[config.mk]
export PLATFORM = sky130hd
export DESIGN_NAME = acs_agc_cs
export DESIGN_NICKNAME = d
export VERILOG_FILES = /design/src/acs_pkg.sv /design/src/acs_avg_if.sv /design/src/acs_agc_cs.sv /design/src/acs_avg.sv
export SDC_FILE = /design/constraint.sdc
export NUM_CORES = 1
export LEC_CHECK = 0
export BUFFER_PORTS_ARGS = -buffer_cell sky130_fd_sc_hd__clkbuf_2
export CELL_PAD_IN_SITES_DETAIL_PLACEMENT = 0
export CELL_PAD_IN_SITES_GLOBAL_PLACEMENT = 1
export CORE_MARGIN = 3
export CORE_UTILIZATION = 35
export DETAILED_ROUTE_END_ITERATION = 16
export GPL_TIMING_DRIVEN = 0
export PLACE_DENSITY = 0.73
export SYNTH_ARGS = -nofsm -noshare
export SYNTH_HDL_FRONTEND = slang
export SYNTH_SLANG_ARGS = --single-unit
[constraint.sdc]
create_clock -name clk -period 8.03 [get_ports clk]
set_input_delay 0.4015 -clock clk [delete_from_list [all_inputs] [get_ports clk]]
set_output_delay 0.4015 -clock clk [all_outputs]
set_load 0.05 [all_outputs]
[src/acs_pkg.sv]
/*
  Shared constants for the gain loop and carrier sense block: register
  offsets, field positions, reset values and decode tables.
  Assumes a single 100 MHz clock domain.
*/
`default_nettype none
package acs_pkg;

  localparam int CLK_MHZ = 100;

  // register offsets
  localparam logic [5:0] OFS_PRIO_THR = 6'h1c;
  localparam logic [5:0] OFS_LOOP_CTL = 6'h1d;
  localparam logic [5:0] OFS_STATUS = 6'h3e;

  localparam logic [7:0] RST_PRIO_THR = 8'h40;
  localparam logic [7:0] RST_LOOP_CTL = 8'h91;

  // fields of the priority/threshold register
  localparam int POS_ORDER = 6;
  localparam int POS_REL = 4;
  localparam int POS_ABS = 0;
  // fields of the loop timing/freeze register
  localparam int POS_HYST = 6;
  localparam int POS_WAIT = 4;
  localparam int POS_HOLD = 2;
  localparam int POS_FLEN = 0;

  localparam logic [3:0] ABS_OFF_CODE = 4'h8;
  localparam logic [1:0] REL_OFF_CODE = 2'h0;

  typedef enum logic [1:0] {
    HOLD_NONE,
    HOLD_ON_SYNC,
    HOLD_ANALOG,
    HOLD_ALL
  } acs_hold_t;

  // relative rise in dB for codes 1..3 (index 0 unused)
  localparam logic [3:0][7:0] REL_RISE_DB = {8'h0e, 8'h0a, 8'h06, 8'h00};

  // target amplitude in dB, index is the 3-bit code
  localparam logic [7:0][7:0] TARGET_DB = {
    8'h2a, 8'h28, 8'h26, 8'h24, 8'h21, 8'h1e, 8'h1b, 8'h18
  };

  // dead zone: decrease when error above UP, increase when below -DN
  localparam logic [3:0][7:0] HYST_UP_DB = {8'h04, 8'h03, 8'h02, 8'h02};
  localparam logic [3:0][7:0] HYST_DN_DB = {8'h08, 8'h05, 8'h03, 8'h02};

  // settle wait is (code + 1) * WAIT_STEP samples
  localparam logic [5:0] WAIT_STEP = 6'h08;

  // averaging length is 2 ** (code + AVG_BASE_LOG2)
  localparam int AVG_BASE_LOG2 = 3;
  localparam int AVG_SUM_W = 14;

  localparam logic [2:0] GAIN_MAX = 3'h7;
  localparam logic [2:0] GAIN_MIN = 3'h0;
  localparam logic [2:0] RST_GAIN = 3'h7;
  localparam logic [7:0] RST_RSSI_BASE = 8'hff;

endpackage
`default_nettype wire

[src/acs_avg_if.sv]
/*
  Carrier between the loop controller and its amplitude averager.
  Assumes both ends run on the same clock.
*/
`default_nettype none
interface acs_avg_if;
  logic sample_valid;
  logic [7:0] sample;
  logic [1:0] len_sel;
  logic restart;
  logic avg_valid;
  logic [7:0] avg;

  modport ctl (output sample_valid, output sample, output len_sel,
               output restart, input avg_valid, input avg);
  modport avg_end (input sample_valid, input sample, input len_sel,
                   input restart, output avg_valid, output avg);
endinterface
`default_nettype wire

[src/acs_agc_cs.sv]
/*
  Gain loop control and carrier sense decision with its two
  configuration registers and a status readback.
  Assumes samples, RSSI and sync strobes are synchronous to clk and that
  the target amplitude code comes from the neighbouring register.
*/
// What this block does
// priority bit selects which amplifier reduces first
// relative threshold: off, 6, 10, 14 dB
// absolute threshold signed dB offset from target
// absolute code 1000 disables absolute detect
// codes 1001..0111 give -7..+7 dB
// hysteresis code picks gain change dead zone
// settle 8/16/24/32 samples after gain change
// hold code 00 adjusts gain normally
// hold code 01 freezes after sync word
// hold code 10 freezes analog, digital adjusts
// hold code 11 freezes all, manual override
// average amplitude over 8/16/32/64 samples
// target code maps to 24..42 dB goal
// carrier sense when any enabled threshold met
`default_nettype none
module acs_agc_cs
  import acs_pkg::*;
(
  input wire logic clk,
  input wire logic arst_n,
  input wire logic [5:0] reg_addr,
  input wire logic reg_wr,
  input wire logic [7:0] reg_wdata,
  output logic [7:0] reg_rdata,
  input wire logic filt_valid,
  input wire logic [7:0] filt_amp,
  input wire logic [7:0] rssi_db,
  input wire logic [2:0] target_amplitude,
  input wire logic sync_found,
  input wire logic rx_restart,
  input wire logic manual_load,
  input wire logic [2:0] manual_lna,
  input wire logic [2:0] manual_lna2,
  input wire logic [2:0] manual_dvga,
  output logic [2:0] lna_gain,
  output logic [2:0] lna2_gain,
  output logic [2:0] dvga_gain,
  output logic gain_changed,
  output logic gain_frozen,
  output logic carrier_sense
);
  import acs_pkg::*;

  typedef enum logic {ST_TRACK, ST_SETTLE} acs_state_t;

  logic [7:0] prio_thr_q;
  logic [7:0] loop_ctl_q;
  logic [7:0] rdata_q;
  logic [2:0] lna_q, lna_d;
  logic [2:0] lna2_q, lna2_d;
  logic [2:0] dvga_q, dvga_d;
  logic changed_q;
  logic sync_seen_q;
  logic [5:0] wait_q;
  logic [7:0] rssi_base_q;
  logic cs_q;
  acs_state_t state_q;

  acs_avg_if avg_bus ();

  // register decode
  wire wr_prio = reg_wr && (reg_addr == OFS_PRIO_THR);
  wire wr_loop = reg_wr && (reg_addr == OFS_LOOP_CTL);

  // field extraction
  wire order_lna_first = prio_thr_q[POS_ORDER];
  wire [1:0] rel_code = prio_thr_q[POS_REL +: 2];
  wire [3:0] abs_code = prio_thr_q[POS_ABS +: 4];
  wire [1:0] hyst_code = loop_ctl_q[POS_HYST +: 2];
  wire [1:0] wait_code = loop_ctl_q[POS_WAIT +: 2];
  wire [1:0] flen_code = loop_ctl_q[POS_FLEN +: 2];
  acs_hold_t hold_sel;
  assign hold_sel = acs_hold_t'(loop_ctl_q[POS_HOLD +: 2]);

  // target goal table
  wire [7:0] target_db = TARGET_DB[target_amplitude];

  // averaging length to the averager
  assign avg_bus.len_sel = flen_code;
  assign avg_bus.sample_valid = filt_valid;
  assign avg_bus.sample = filt_amp;
  // samples taken while settling are discarded
  assign avg_bus.restart = (state_q == ST_SETTLE) || rx_restart;

  acs_avg u_avg (
    .clk(clk),
    .arst_n(arst_n),
    .av(avg_bus)
  );

  // freeze once the sync word has been seen
  wire sync_hold = (hold_sel == HOLD_ON_SYNC) && sync_seen_q;
  // which gain stages may move
  wire analog_hold = sync_hold || (hold_sel == HOLD_ANALOG) ||
                     (hold_sel == HOLD_ALL);
  wire digital_hold = sync_hold || (hold_sel == HOLD_ALL);

  // dead zone from hysteresis level
  wire signed [9:0] err = $signed({2'b00, avg_bus.avg}) -
                          $signed({2'b00, target_db});
  wire signed [9:0] up_thr = $signed({2'b00, HYST_UP_DB[hyst_code]});
  wire signed [9:0] dn_thr = -$signed({2'b00, HYST_DN_DB[hyst_code]});
  wire judge = avg_bus.avg_valid && (state_q == ST_TRACK);
  wire too_high = judge && (err > up_thr);
  wire too_low = judge && (err < dn_thr);

  wire lna_dn_ok = lna_q != GAIN_MIN;
  wire lna2_dn_ok = lna2_q != GAIN_MIN;
  wire lna_up_ok = lna_q != GAIN_MAX;
  wire lna2_up_ok = lna2_q != GAIN_MAX;
  wire analog_dn_ok = !analog_hold && (lna_dn_ok || lna2_dn_ok);
  wire analog_up_ok = !analog_hold && (lna_up_ok || lna2_up_ok);
  wire dvga_dn_ok = !digital_hold && (dvga_q != GAIN_MIN);
  wire dvga_up_ok = !digital_hold && (dvga_q != GAIN_MAX);
  wire manual_take = manual_load && (hold_sel == HOLD_ALL);

  // analog stages move before the digital stage in both directions
  always_comb
  begin
    lna_d = lna_q;
    lna2_d = lna2_q;
    dvga_d = dvga_q;
    if (manual_take)
    begin
      // software override while fully frozen
      lna_d = manual_lna;
      lna2_d = manual_lna2;
      dvga_d = manual_dvga;
    end
    else if (too_high)
    begin
      if (analog_dn_ok)
      begin
        // reduction order by priority bit
        if (order_lna_first)
        begin
          if (lna_dn_ok)
            lna_d = lna_q - 3'h1;
          else
            lna2_d = lna2_q - 3'h1;
        end
        else
        begin
          if (lna2_dn_ok)
            lna2_d = lna2_q - 3'h1;
          else
            lna_d = lna_q - 3'h1;
        end
      end
      else if (dvga_dn_ok)
        dvga_d = dvga_q - 3'h1;
    end
    else if (too_low)
    begin
      if (analog_up_ok)
      begin
        // recovery undoes reduction in reverse
        if (order_lna_first)
        begin
          if (lna2_up_ok)
            lna2_d = lna2_q + 3'h1;
          else
            lna_d = lna_q + 3'h1;
        end
        else
        begin
          if (lna_up_ok)
            lna_d = lna_q + 3'h1;
          else
            lna2_d = lna2_q + 3'h1;
        end
      end
      else if (dvga_up_ok)
        dvga_d = dvga_q + 3'h1;
    end
  end

  wire step = (lna_d != lna_q) || (lna2_d != lna2_q) ||
              (dvga_d != dvga_q);
  // settle length in samples
  wire [5:0] wait_len = WAIT_STEP * (6'(wait_code) + 6'h01);
  wire settle_done = filt_valid && (wait_q == 6'h01);

  // signed offset added to the target
  wire signed [9:0] abs_level = $signed({2'b00, target_db}) +
                                10'($signed(abs_code));
  // most negative code turns absolute detect off
  wire abs_en = abs_code != ABS_OFF_CODE;
  wire abs_hit = abs_en && ($signed({2'b00, rssi_db}) > abs_level);
  // rise over the tracked floor
  wire rel_en = rel_code != REL_OFF_CODE;
  wire [7:0] rise = (rssi_db > rssi_base_q) ? rssi_db - rssi_base_q : 8'h00;
  wire rel_hit = rel_en && (rise >= REL_RISE_DB[rel_code]);

  wire [7:0] status = {cs_q, analog_hold, digital_hold,
                       state_q == ST_SETTLE, sync_seen_q, 3'h0};
  wire [7:0] rd_mux = (reg_addr == OFS_PRIO_THR) ? {1'b0, prio_thr_q[6:0]} :
                      (reg_addr == OFS_LOOP_CTL) ? loop_ctl_q :
                      (reg_addr == OFS_STATUS) ? status : 8'h00;

  always_ff @(posedge clk or negedge arst_n)
  begin
    if (!arst_n)
    begin
      prio_thr_q <= RST_PRIO_THR;
      loop_ctl_q <= RST_LOOP_CTL;
      rdata_q <= 8'h00;
    end
    else
    begin
      if (wr_prio)
        prio_thr_q <= {1'b0, reg_wdata[6:0]};
      if (wr_loop)
        loop_ctl_q <= reg_wdata;
      rdata_q <= rd_mux;
    end
  end

  always_ff @(posedge clk or negedge arst_n)
  begin
    if (!arst_n)
    begin
      lna_q <= RST_GAIN;
      lna2_q <= RST_GAIN;
      dvga_q <= RST_GAIN;
      changed_q <= 1'b0;
    end
    else
    begin
      lna_q <= lna_d;
      lna2_q <= lna2_d;
      dvga_q <= dvga_d;
      changed_q <= step;
    end
  end

  // wait after every automatic gain step
  always_ff @(posedge clk or negedge arst_n)
  begin
    if (!arst_n)
    begin
      state_q <= ST_TRACK;
      wait_q <= 6'h00;
    end
    else
    begin
      unique case (state_q)
        ST_TRACK:
        begin
          if (step && !manual_take)
          begin
            state_q <= ST_SETTLE;
            wait_q <= wait_len;
          end
        end
        ST_SETTLE:
        begin
          if (settle_done)
            state_q <= ST_TRACK;
          if (filt_valid)
            wait_q <= wait_q - 6'h01;
        end
      endcase
    end
  end

  // sync seen flag, set wins over restart
  always_ff @(posedge clk or negedge arst_n)
  begin
    if (!arst_n)
      sync_seen_q <= 1'b0;
    else if (sync_found)
      sync_seen_q <= 1'b1;
    else if (rx_restart)
      sync_seen_q <= 1'b0;
  end

  // either enabled detector asserts carrier sense
  always_ff @(posedge clk or negedge arst_n)
  begin
    if (!arst_n)
    begin
      rssi_base_q <= RST_RSSI_BASE;
      cs_q <= 1'b0;
    end
    else
    begin
      if (rx_restart || (filt_valid && rssi_db < rssi_base_q))
        rssi_base_q <= rssi_db;
      cs_q <= abs_hit || rel_hit;
    end
  end

  assign reg_rdata = rdata_q;
  assign lna_gain = lna_q;
  assign lna2_gain = lna2_q;
  assign dvga_gain = dvga_q;
  assign gain_changed = changed_q;
  assign gain_frozen = analog_hold && digital_hold;
  assign carrier_sense = cs_q;

endmodule
`default_nettype wire

[src/acs_avg.sv]
/*
  Block averager of channel filter amplitude over 8 to 64 samples.
  Assumes samples arrive as one-cycle strobes.
*/
`default_nettype none
module acs_avg
  import acs_pkg::*;
(
  input wire logic clk,
  input wire logic arst_n,
  acs_avg_if.avg_end av
);

  logic [AVG_SUM_W-1:0] sum_q;
  logic [6:0] cnt_q;
  logic [7:0] avg_q;
  logic valid_q;

  wire [2:0] shift = 3'(av.len_sel) + 3'(AVG_BASE_LOG2);
  wire [6:0] len = 7'h01 << shift;
  wire last = av.sample_valid && (cnt_q == len - 7'h01);
  wire [AVG_SUM_W-1:0] sum_in = sum_q + AVG_SUM_W'(av.sample);
  wire [AVG_SUM_W-1:0] quot = sum_in >> shift;

  // block average keeps no sample memory; trades latency for area
  always_ff @(posedge clk or negedge arst_n)
  begin
    if (!arst_n)
    begin
      sum_q <= '0;
      cnt_q <= '0;
      avg_q <= '0;
      valid_q <= 1'b0;
    end
    else
    begin
      valid_q <= last && !av.restart;
      if (av.restart || last)
      begin
        sum_q <= '0;
        cnt_q <= '0;
      end
      else if (av.sample_valid)
      begin
        sum_q <= sum_in;
        cnt_q <= cnt_q + 7'h01;
      end
      if (last && !av.restart)
        avg_q <= quot[7:0];
    end
  end

  assign av.avg_valid = valid_q;
  assign av.avg = avg_q;

endmodule
`default_nettype wire

==> results of run 1 <==
==> registers in the layout (all words and copies together), names as in the netlist <==
| signal | flops |
|---|---|
| loop_ctl_q | 8 |
| wait_q | 6 |
| gain_changed | 1 |
| lna2_gain | 3 |
| prio_thr_q | 7 |
| u_avg.av.avg | 8 |
| carrier_sense | 1 |
| rssi_base_q | 8 |
| u_avg.sum_q | 14 |
| lna_gain | 3 |
| sync_seen_q | 1 |
| u_avg.av.avg_valid | 1 |
| reg_rdata | 8 |
| state_q | 1 |
| u_avg.cnt_q | 7 |
| dvga_gain | 3 |
==> cell families after synthesis <==
family	Yosys count	share of synthesized area (%)
AOI/OAI and AO/OA	173	18.3
xor gates and xnor gates	50	6.37
adders and majority gates	79	14.8
buffers and inverters	85	5.53
DFF	80	29.5
muxes	53	8.21
other	2	0.109
and+or+nand+nor	242	17.2
==> where the power goes <==
part	leakage, nW	switching (mW)	internal (mW)
combinational	2.49	0.594	0.419
clock	0.164	0.190	0.280
sequential	1.00	0.0810	0.496
total	3.66	0.865	1.19
==> final timing paths <==
kind	end	startpoint	slack, ns
worst min-delay path	sync_seen_q$_DFFE_PN0P_	sync_found	0.24
worst min register to register	rssi_base_q[0]$_DFFE_PN1P_	rssi_base_q[0]$_DFFE_PN1P_	0.49
worst max register to register	wait_q[3]$_DFFE_PN0P_	u_avg.av.avg[0]$_DFFE_PN0P_	4.06
worst max-delay path	wait_q[3]$_DFFE_PN0P_	target_amplitude[1]	3.52
min in group asynchronous	reg_rdata[7]$_DFF_PN0_	arst_n	0.50
max in group asynchronous	loop_ctl_q[0]$_DFFE_PN1P_	arst_n	6.88
==> Yosys cell counts (9+ instances only) <==
| library cell | number | share of area, % |
|---|---|---|
| dfstp_2 | 21 | 8.0 |
| nand3_1 | 15 | 1.1 |
| dfrtp_1 | 59 | 21 |
| nand4_1 | 12 | 1.1 |
| a21o_1 | 16 | 1.7 |
| o21ai_0 | 30 | 2.2 |
| a21oi_1 | 40 | 2.9 |
| nand2_1 | 56 | 3.1 |
| mux2_2 | 27 | 4.4 |
| xnor2_1 | 30 | 3.8 |
| nor3_1 | 16 | 1.2 |
| mux2i_1 | 26 | 3.8 |
| nor2b_1 | 10 | 0.91 |
| clkbuf_1 | 19 | 1.0 |
| o21a_1 | 9 | 0.98 |
| nand2b_1 | 11 | 1.0 |
| inv_1 | 55 | 3.0 |
| ha_1 | 75 | 14 |
| xor2_1 | 20 | 2.5 |
| nor2_1 | 80 | 4.4 |
==> stage by stage <==
| stage | cell area (um2) | util, % | std cells |
|---|---|---|---|
| 6_report | 7920 | 41.6 | 1111 |
| 5_1_grt | 7920 | 41.6 | 1111 |
| 4_1_cts | 7920 | 41.6 | 1111 |
| 3_5_place_dp | 7570 | 39.8 | 1094 |
| 3_3_place_gp | 7540 | 39.7 | 1093 |
| 2_1_floorplan | 6880 | - | 765 |
==> cell usage in the layout (no fill, tap or decap), types with 5 or more instances in the layout <==
cell type  count
nor2_1        80
ha_1          75
clkbuf_2      67
dfrtp_1       59
nand2_1       56
inv_1         55
a21oi_1       40
xnor2_1       30
o21ai_0       30
mux2_2        27
mux2i_1       26
dfstp_2       21
xor2_1        20
clkbuf_1      19
a21o_1        16
nor3_1        16
nand3_1       15
nand4_1       12
nand2b_1      11
nor2b_1       10
o21a_1         9
clkbuf_16      9
a31oi_1        7
o22ai_1        7
a211oi_1       7
or3_1          6
nor4_1         5
o211ai_1       5
a211oi_2       5
==> layout make-up <==
cell class                 count  share of cell area (%)
buffer                        28                    2.07
tap                          260                    4.11
clock inverter                 7                    1.37
multi-input combinational    600                    56.5
sequential                    80                    25.6
clock buffer                   9                    2.84
timing repair buffer          70                    4.80
inverter                      57                    2.73
==> layer usage <==
metal	up-vias	global-route usage, %	share of wire (%)
met5	-	0	0
met4	0	3.95	1.2
li1	2879	-	-
met2	106	25.5	45
met3	14	2.92	3.6
met1	2638	21.8	50
==> critical path: cells and delay by family <==
family                   cells  cell delay (ns)
buffers and inverters        5             0.71
adder cells (fa/ha/maj)      3             0.74
AND/OR/NAND/NOR              5             1.09
AO/OA/AOI/OAI               10             1.84
==> run metrics, run 1 <==
outcome=finished clean; Max Cap Violations=0; fraction of registers with async set/reset=100%; # setup viols final=0; Crit-path slowest cell=a211o_2; die outline height=146 um; Startpoint Class=input pin; Worst Path Arrival=4.78 ns; Total Neg Setup Slack=0 ns; Max VDD drop=0.116 mV; antenna violations before repair=0; crit-path max FO=7; vias in the first global route=5581; Post-Route WL=16300 um; hold_buf cts=1; antenna-violating nets left=0; Hold WS=0.244 ns; Setup Skew=0.00904 ns; P_leak=3.66 nW; PwrDens=260 mW/mm2; Sink Count=80; storage element area=0.00203 mm2; Top FF cell, synth=dfrtp_1; Rows=50; post-synthesis sequential area ratio=29.5%; fillers=1938; Synthesis Warnings=0; CP Class=input pin to flip-flop; Final nets=974; Seq cells post-synth=80; GR Util All Layers=15.8%; fraction of layout cells with a size suffix above 1=19.9%; total CTS buffers=9; PnR worst setup slack=3.52 ns; final-report max-slew violation count=0; clock root cell=clkbuf_16; via count=5637; Crit. End Element=flip-flop; highest clock rate=222 MHz; GP Congestion=0.826; Worst slew margin=41.9%; diode count=0; hold crit path type=input pin to flip-flop; Crit path largest cell delay=0.35 ns; period utilisation layout=56.2%; hold depth=2; I/O Pins=69; most frequent CP cell=ha_1; CTS tree=built; Synth cell types=82; Clock transition at path regs=0.07 ns; worst path cell trace=clkbuf_2 -> ha_1 -> nor2_1 -> inv_1 -> nand2_1 -> inv_1 -> ha_1 -> buf_6 -> o21a_1 -> o31a_1 -> o31a_1 -> or2_2 -> ha_1 -> nand2_1 -> o21ai_0 -> a21o_1 -> o211ai_1 -> and4_2 -> clkbuf_1 -> a211o_2 -> o21ai_4 -> a21oi_2 -> a211oi_2; Post-Syn Instances=764; Critical Path RT=8.30 ns; Multi-input gate area=0.00447 mm2; final hold vios=0; unrepaired setup endpoints after global routing=no; worst r2r path cells=18; number of gates resized after cts=0; setup repair bufs after CTS=0; post-layout min period=4.51 ns; CTS H-tree depth=3; slew of the pin with the lowest slew margin=0.864 ns; Area Growth Syn to Fin=15.2%; clk buf depth=2; total power=2.06 mW; 1st-iter DRT viols=277; Starting Density=36.2%; dpl ws=3.11 ns; port bufs=68; DR pass1 iterations=5; core area=0.0190 mm2; clk_lat worst skew=0.35 ns; Post-Syn Area=0.00688 mm2; wire per inst=14.7 um; Post-synth EDFFs=0; chip width=146 um; pin count of the biggest net entering global routing=63; first-pass GRT wire length=28000 um; drt drc=0; GR Overflow Total=0; Detailed Place HPWL=12800 um; Post-Syn Area per Cell=9.00 um2; DR vias/cell=5.07; die area=0.0214 mm2
No activity file was read; power rests on OpenSTA's default activity.
==> run 2: changes to the inputs <==
- ABC_AREA: unset -> 1
- PLACE_DENSITY: 0.73 -> 0.79
- clock period: 8.03 -> 3.95 ns (I/O delays scaled with it)
==> run 2 against run 1 <==
Effect of this change:
- worst hold slack worse by 0.19 ns
- utilization up 0.38 points
- critical path type is now flip-flop to flip-flop
- global-route usage rose by 1.1 points
- final area shrank 3.7%
- highest routed layer unchanged
- largest cell class unchanged
- clock skew rose by 0.0018 ns
- sequential share of layout area is 0.99 points higher
- largest power group unchanged
- worst setup slack got worse by 3.2 ns
- area after synthesis fell by 4.9%
- power up 62%
- combinational power up 25%
- sequential power grew 84%
- die area is 4.7% lower
==> run metrics, run 2 <==
highest clock rate=278 MHz; most used standard cell by instance count after synthesis=nand2_1; antenna-violating nets left=0 (unchanged); Clock transition at path regs=0.07 ns (about the same); clk_lat worst skew=0.35 ns (about the same); Post-Syn Area=0.00654 mm2 (-4.9%); Detailed Place HPWL=13300 um (+3.8%); CP Class=flip-flop to flip-flop; Post-synth EDFFs=0 (unchanged); storage element area=0.00203 mm2 (unchanged); placed cells=1183 (+8.1%); max FFs per register=14 (unchanged); port bufs=68 (unchanged); die area=0.0203 mm2 (-4.7%); Top reg by flops=u_avg.sum_q; CP top delay family=simple AND/OR/NAND/NOR gates; Worst Path Arrival=3.83 ns (-0.95 ns); first-pass GRT wire length=27700 um (-0.79%); final hold vios=0 (unchanged); GR Util All Layers=16.9% (+1.1 points); Post-Route WL=16900 um (+3.4%); final-report max-slew violation count=0 (unchanged); pin count of the biggest net entering global routing=48 (-24%); Worst slew margin=60.1% (+18 points); fraction of layout cells with a size suffix above 1=15.6% (-4.3 points); GR Overflow Total=0 (unchanged); fraction of registers with async set/reset=100% (unchanged); Crit. End Element=flip-flop; Seq cells post-synth=80 (unchanged); # setup viols final=0 (unchanged); via count=5932 (+5.2%); PwrDens=438 mW/mm2 (+68%); DR top layer=met4; 1st-iter DRT viols=333 (+20%); Startpoint Class=flip-flop; Post-Syn Area per Cell=7.39 um2 (-18%); slew of the pin with the lowest slew margin=0.598 ns (-0.266 ns); wire per inst=14.0 um (-4.5%); clk buf depth=2 (unchanged); Final nets=1097 (+13%); vias in the first global route=5605 (+0.43%); most frequent CP cell=nand2_1; clock root cell=clkbuf_16; Sink Count=80 (unchanged); DR vias/cell=4.93 (-2.8%); CTS H-tree depth=3 (unchanged); Crit-path slowest cell=fa_1; Max VDD drop=0.251 mV (+120%); met1 wire length=8500 um (+3.6%); outcome=finished clean; Synth area leaders=dfrtp_1, ha_1, nand2_1; Multi-input gate area=0.00402 mm2 (-10%); Synth cell types=51 (-38%); Rows=49 (-2.0%); most frequent cells in the layout=nand2_1, inv_1, o21ai_0, ha_1, clkbuf_2; post-layout min period=3.59 ns; cell taking the most area after synthesis=dfrtp_1; Post-Syn Instances=884 (+16%); GP Congestion=0.843 (+2.1%); diode count=0 (unchanged); commonest cells in the netlist=nand2_1, inv_1, o21ai_0; chip width=143 um (-2.4%); Synth top area share=22.6% (+1.1 points); fillers=1883 (-2.8%); die outline height=143 um (-2.4%); P_leak=3.97 nW (+8.4%); Area Growth Syn to Fin=16.7%; Top FF cell, synth=dfrtp_1; Crit path largest cell delay=0.44 ns (+0.09 ns); crit-path max FO=8 (+1); hold crit path type=input pin to flip-flop; Max Cap Violations=0 (unchanged); total CTS buffers=9 (unchanged); Hold WS=0.0533 ns (-0.191 ns); Synthesis Warnings=0 (unchanged); Final Core Density=42.0% (+0.38 points); core area=0.0181 mm2 (-4.6%); period utilisation layout=90.9%; Starting Density=36.0% (-0.14 points); metal3 WL=514 um (-12%); met2 WL post-DR=7750 um (+5.5%); CTS tree=built; antenna violations before repair=0 (unchanged); Critical Path RT=4.18 ns (-4.12 ns); Total Neg Setup Slack=0 ns (unchanged); post-synthesis sequential area ratio=31.0% (+1.5 points); commonest non-fill, non-tap cell in the layout=nand2_1; DR pass1 iterations=5 (unchanged); I/O Pins=69 (unchanged); Setup Skew=0.0108 ns (+0.00176 ns); drt drc=0 (unchanged); fin cells=1203 (+8.3%); critical path buffer and inverter count=2 (-3)
## run 2: path summary, 6_finish.rpt
| check | start | to | slack, ns | cells past startpoint |
|---|---|---|---|---|
| setup / recovery | u_avg.av.avg[0]$_DFFE_PN0P_ | wait_q[3]$_DFFE_PN0P_ | 0.36 | 25 |
| hold / removal | sync_found | sync_seen_q$_DFFE_PN0P_ | 0.05 | 2 |
| setup reg to reg | u_avg.av.avg[0]$_DFFE_PN0P_ | wait_q[3]$_DFFE_PN0P_ | 0.36 | 25 |
| hold reg to reg | u_avg.sum_q[0]$_DFFE_PN0P_ | u_avg.sum_q[0]$_DFFE_PN0P_ | 0.49 | 2 |
| max in group asynchronous | arst_n | rssi_base_q[4]$_DFFE_PN1P_ | 2.86 | 3 |
| min in group asynchronous | arst_n | reg_rdata[2]$_DFF_PN0_ | 0.40 | 2 |
## run 2: routing by layer
| metal | up-vias | track usage, % |
|---|---|---|
| met2 | 81 | 27.2 |
| li1 | 3092 | - |
| met3 | 9 | 2.81 |
| met5 | - | 0 |
| met1 | 2750 | 24.0 |
| met4 | 0 | 3.30 |
## run 2: power by group
part,switching [mW],total (mW),internal (mW)
logic,0.804,1.26,0.454
registers,0.113,1.06,0.951
clock network,0.378,1.02,0.639
## run 2: worst register-to-register path, cell delays in order (launching register included)
cell and delay, ns:
dfrtp_1 0.32, inv_1 0.08, ha_1 0.23, fa_1 0.44
xnor2_2 0.17, ha_1 0.31, nand2_1 0.08, o21bai_1 0.06
o21ai_1 0.14, nand3b_1 0.12, nor2_2 0.14, nand3_4 0.15
nand2_4 0.14, nand3_1 0.10, nand2_1 0.09, nand2_1 0.06
nand2_1 0.05, nand2_1 0.05, clkinv_1 0.04, nand2_1 0.04
nor2_1 0.15, nand3_2 0.15, nand2_4 0.15, nand2_4 0.07
nand2_1 0.07, nand2_1 0.06
## run 2: per-stage QoR
step | instance area, um2 | total power [mW] | worst slack [ns]
6_report | 7620 | 3.34 | 0.359
5_1_grt | 7620 | 3.60 | -0.0398
3_5_place_dp | 7200 | 2.33 | -0.371
3_3_place_gp | 7170 | 2.31 | -0.313
2_1_floorplan | 6540 | 2.01 | 0.520
4_1_cts | 7560 | 3.36 | 0.193
## run 2: area by class of cell
| type | instances | share of cell area (%) |
|---|---|---|
| buffer | 15 | 0.788 |
| clock buffer | 10 | 3.13 |
| clock inverter | 6 | 1.51 |
| inverter | 127 | 6.25 |
| multi-input combinational | 664 | 52.8 |
| sequential | 80 | 26.6 |
| tap | 229 | 3.76 |
| timing repair buffer | 72 | 5.19 |
## run 2: cells by family after synthesis
| kind of cell | after synthesis | share of synthesized area, % |
|---|---|---|
| DFF | 80 | 31.0 |
| adders and majority gates | 79 | 15.6 |
| xor gates and xnor gates | 31 | 4.15 |
| other | 2 | 0.115 |
| and+or+nand+nor | 373 | 25.0 |
| muxes | 1 | 0.172 |
| AOI/OAI and AO/OA | 176 | 15.7 |
| buffers and inverters | 142 | 8.21 |
## run 2: timing repair
| action | CTS | global route |
|---|---|---|
| hold buffers | 1 | 0 |
| endpoints found under the setup margin | 1 | 7 |
| resized for setup | 1 | 10 |
| hold endpoints to repair | 23 | 0 |
| setup buffers | 0 | 2 |
| cloned | 0 | 1 |
| pin swaps | 0 | 4 |
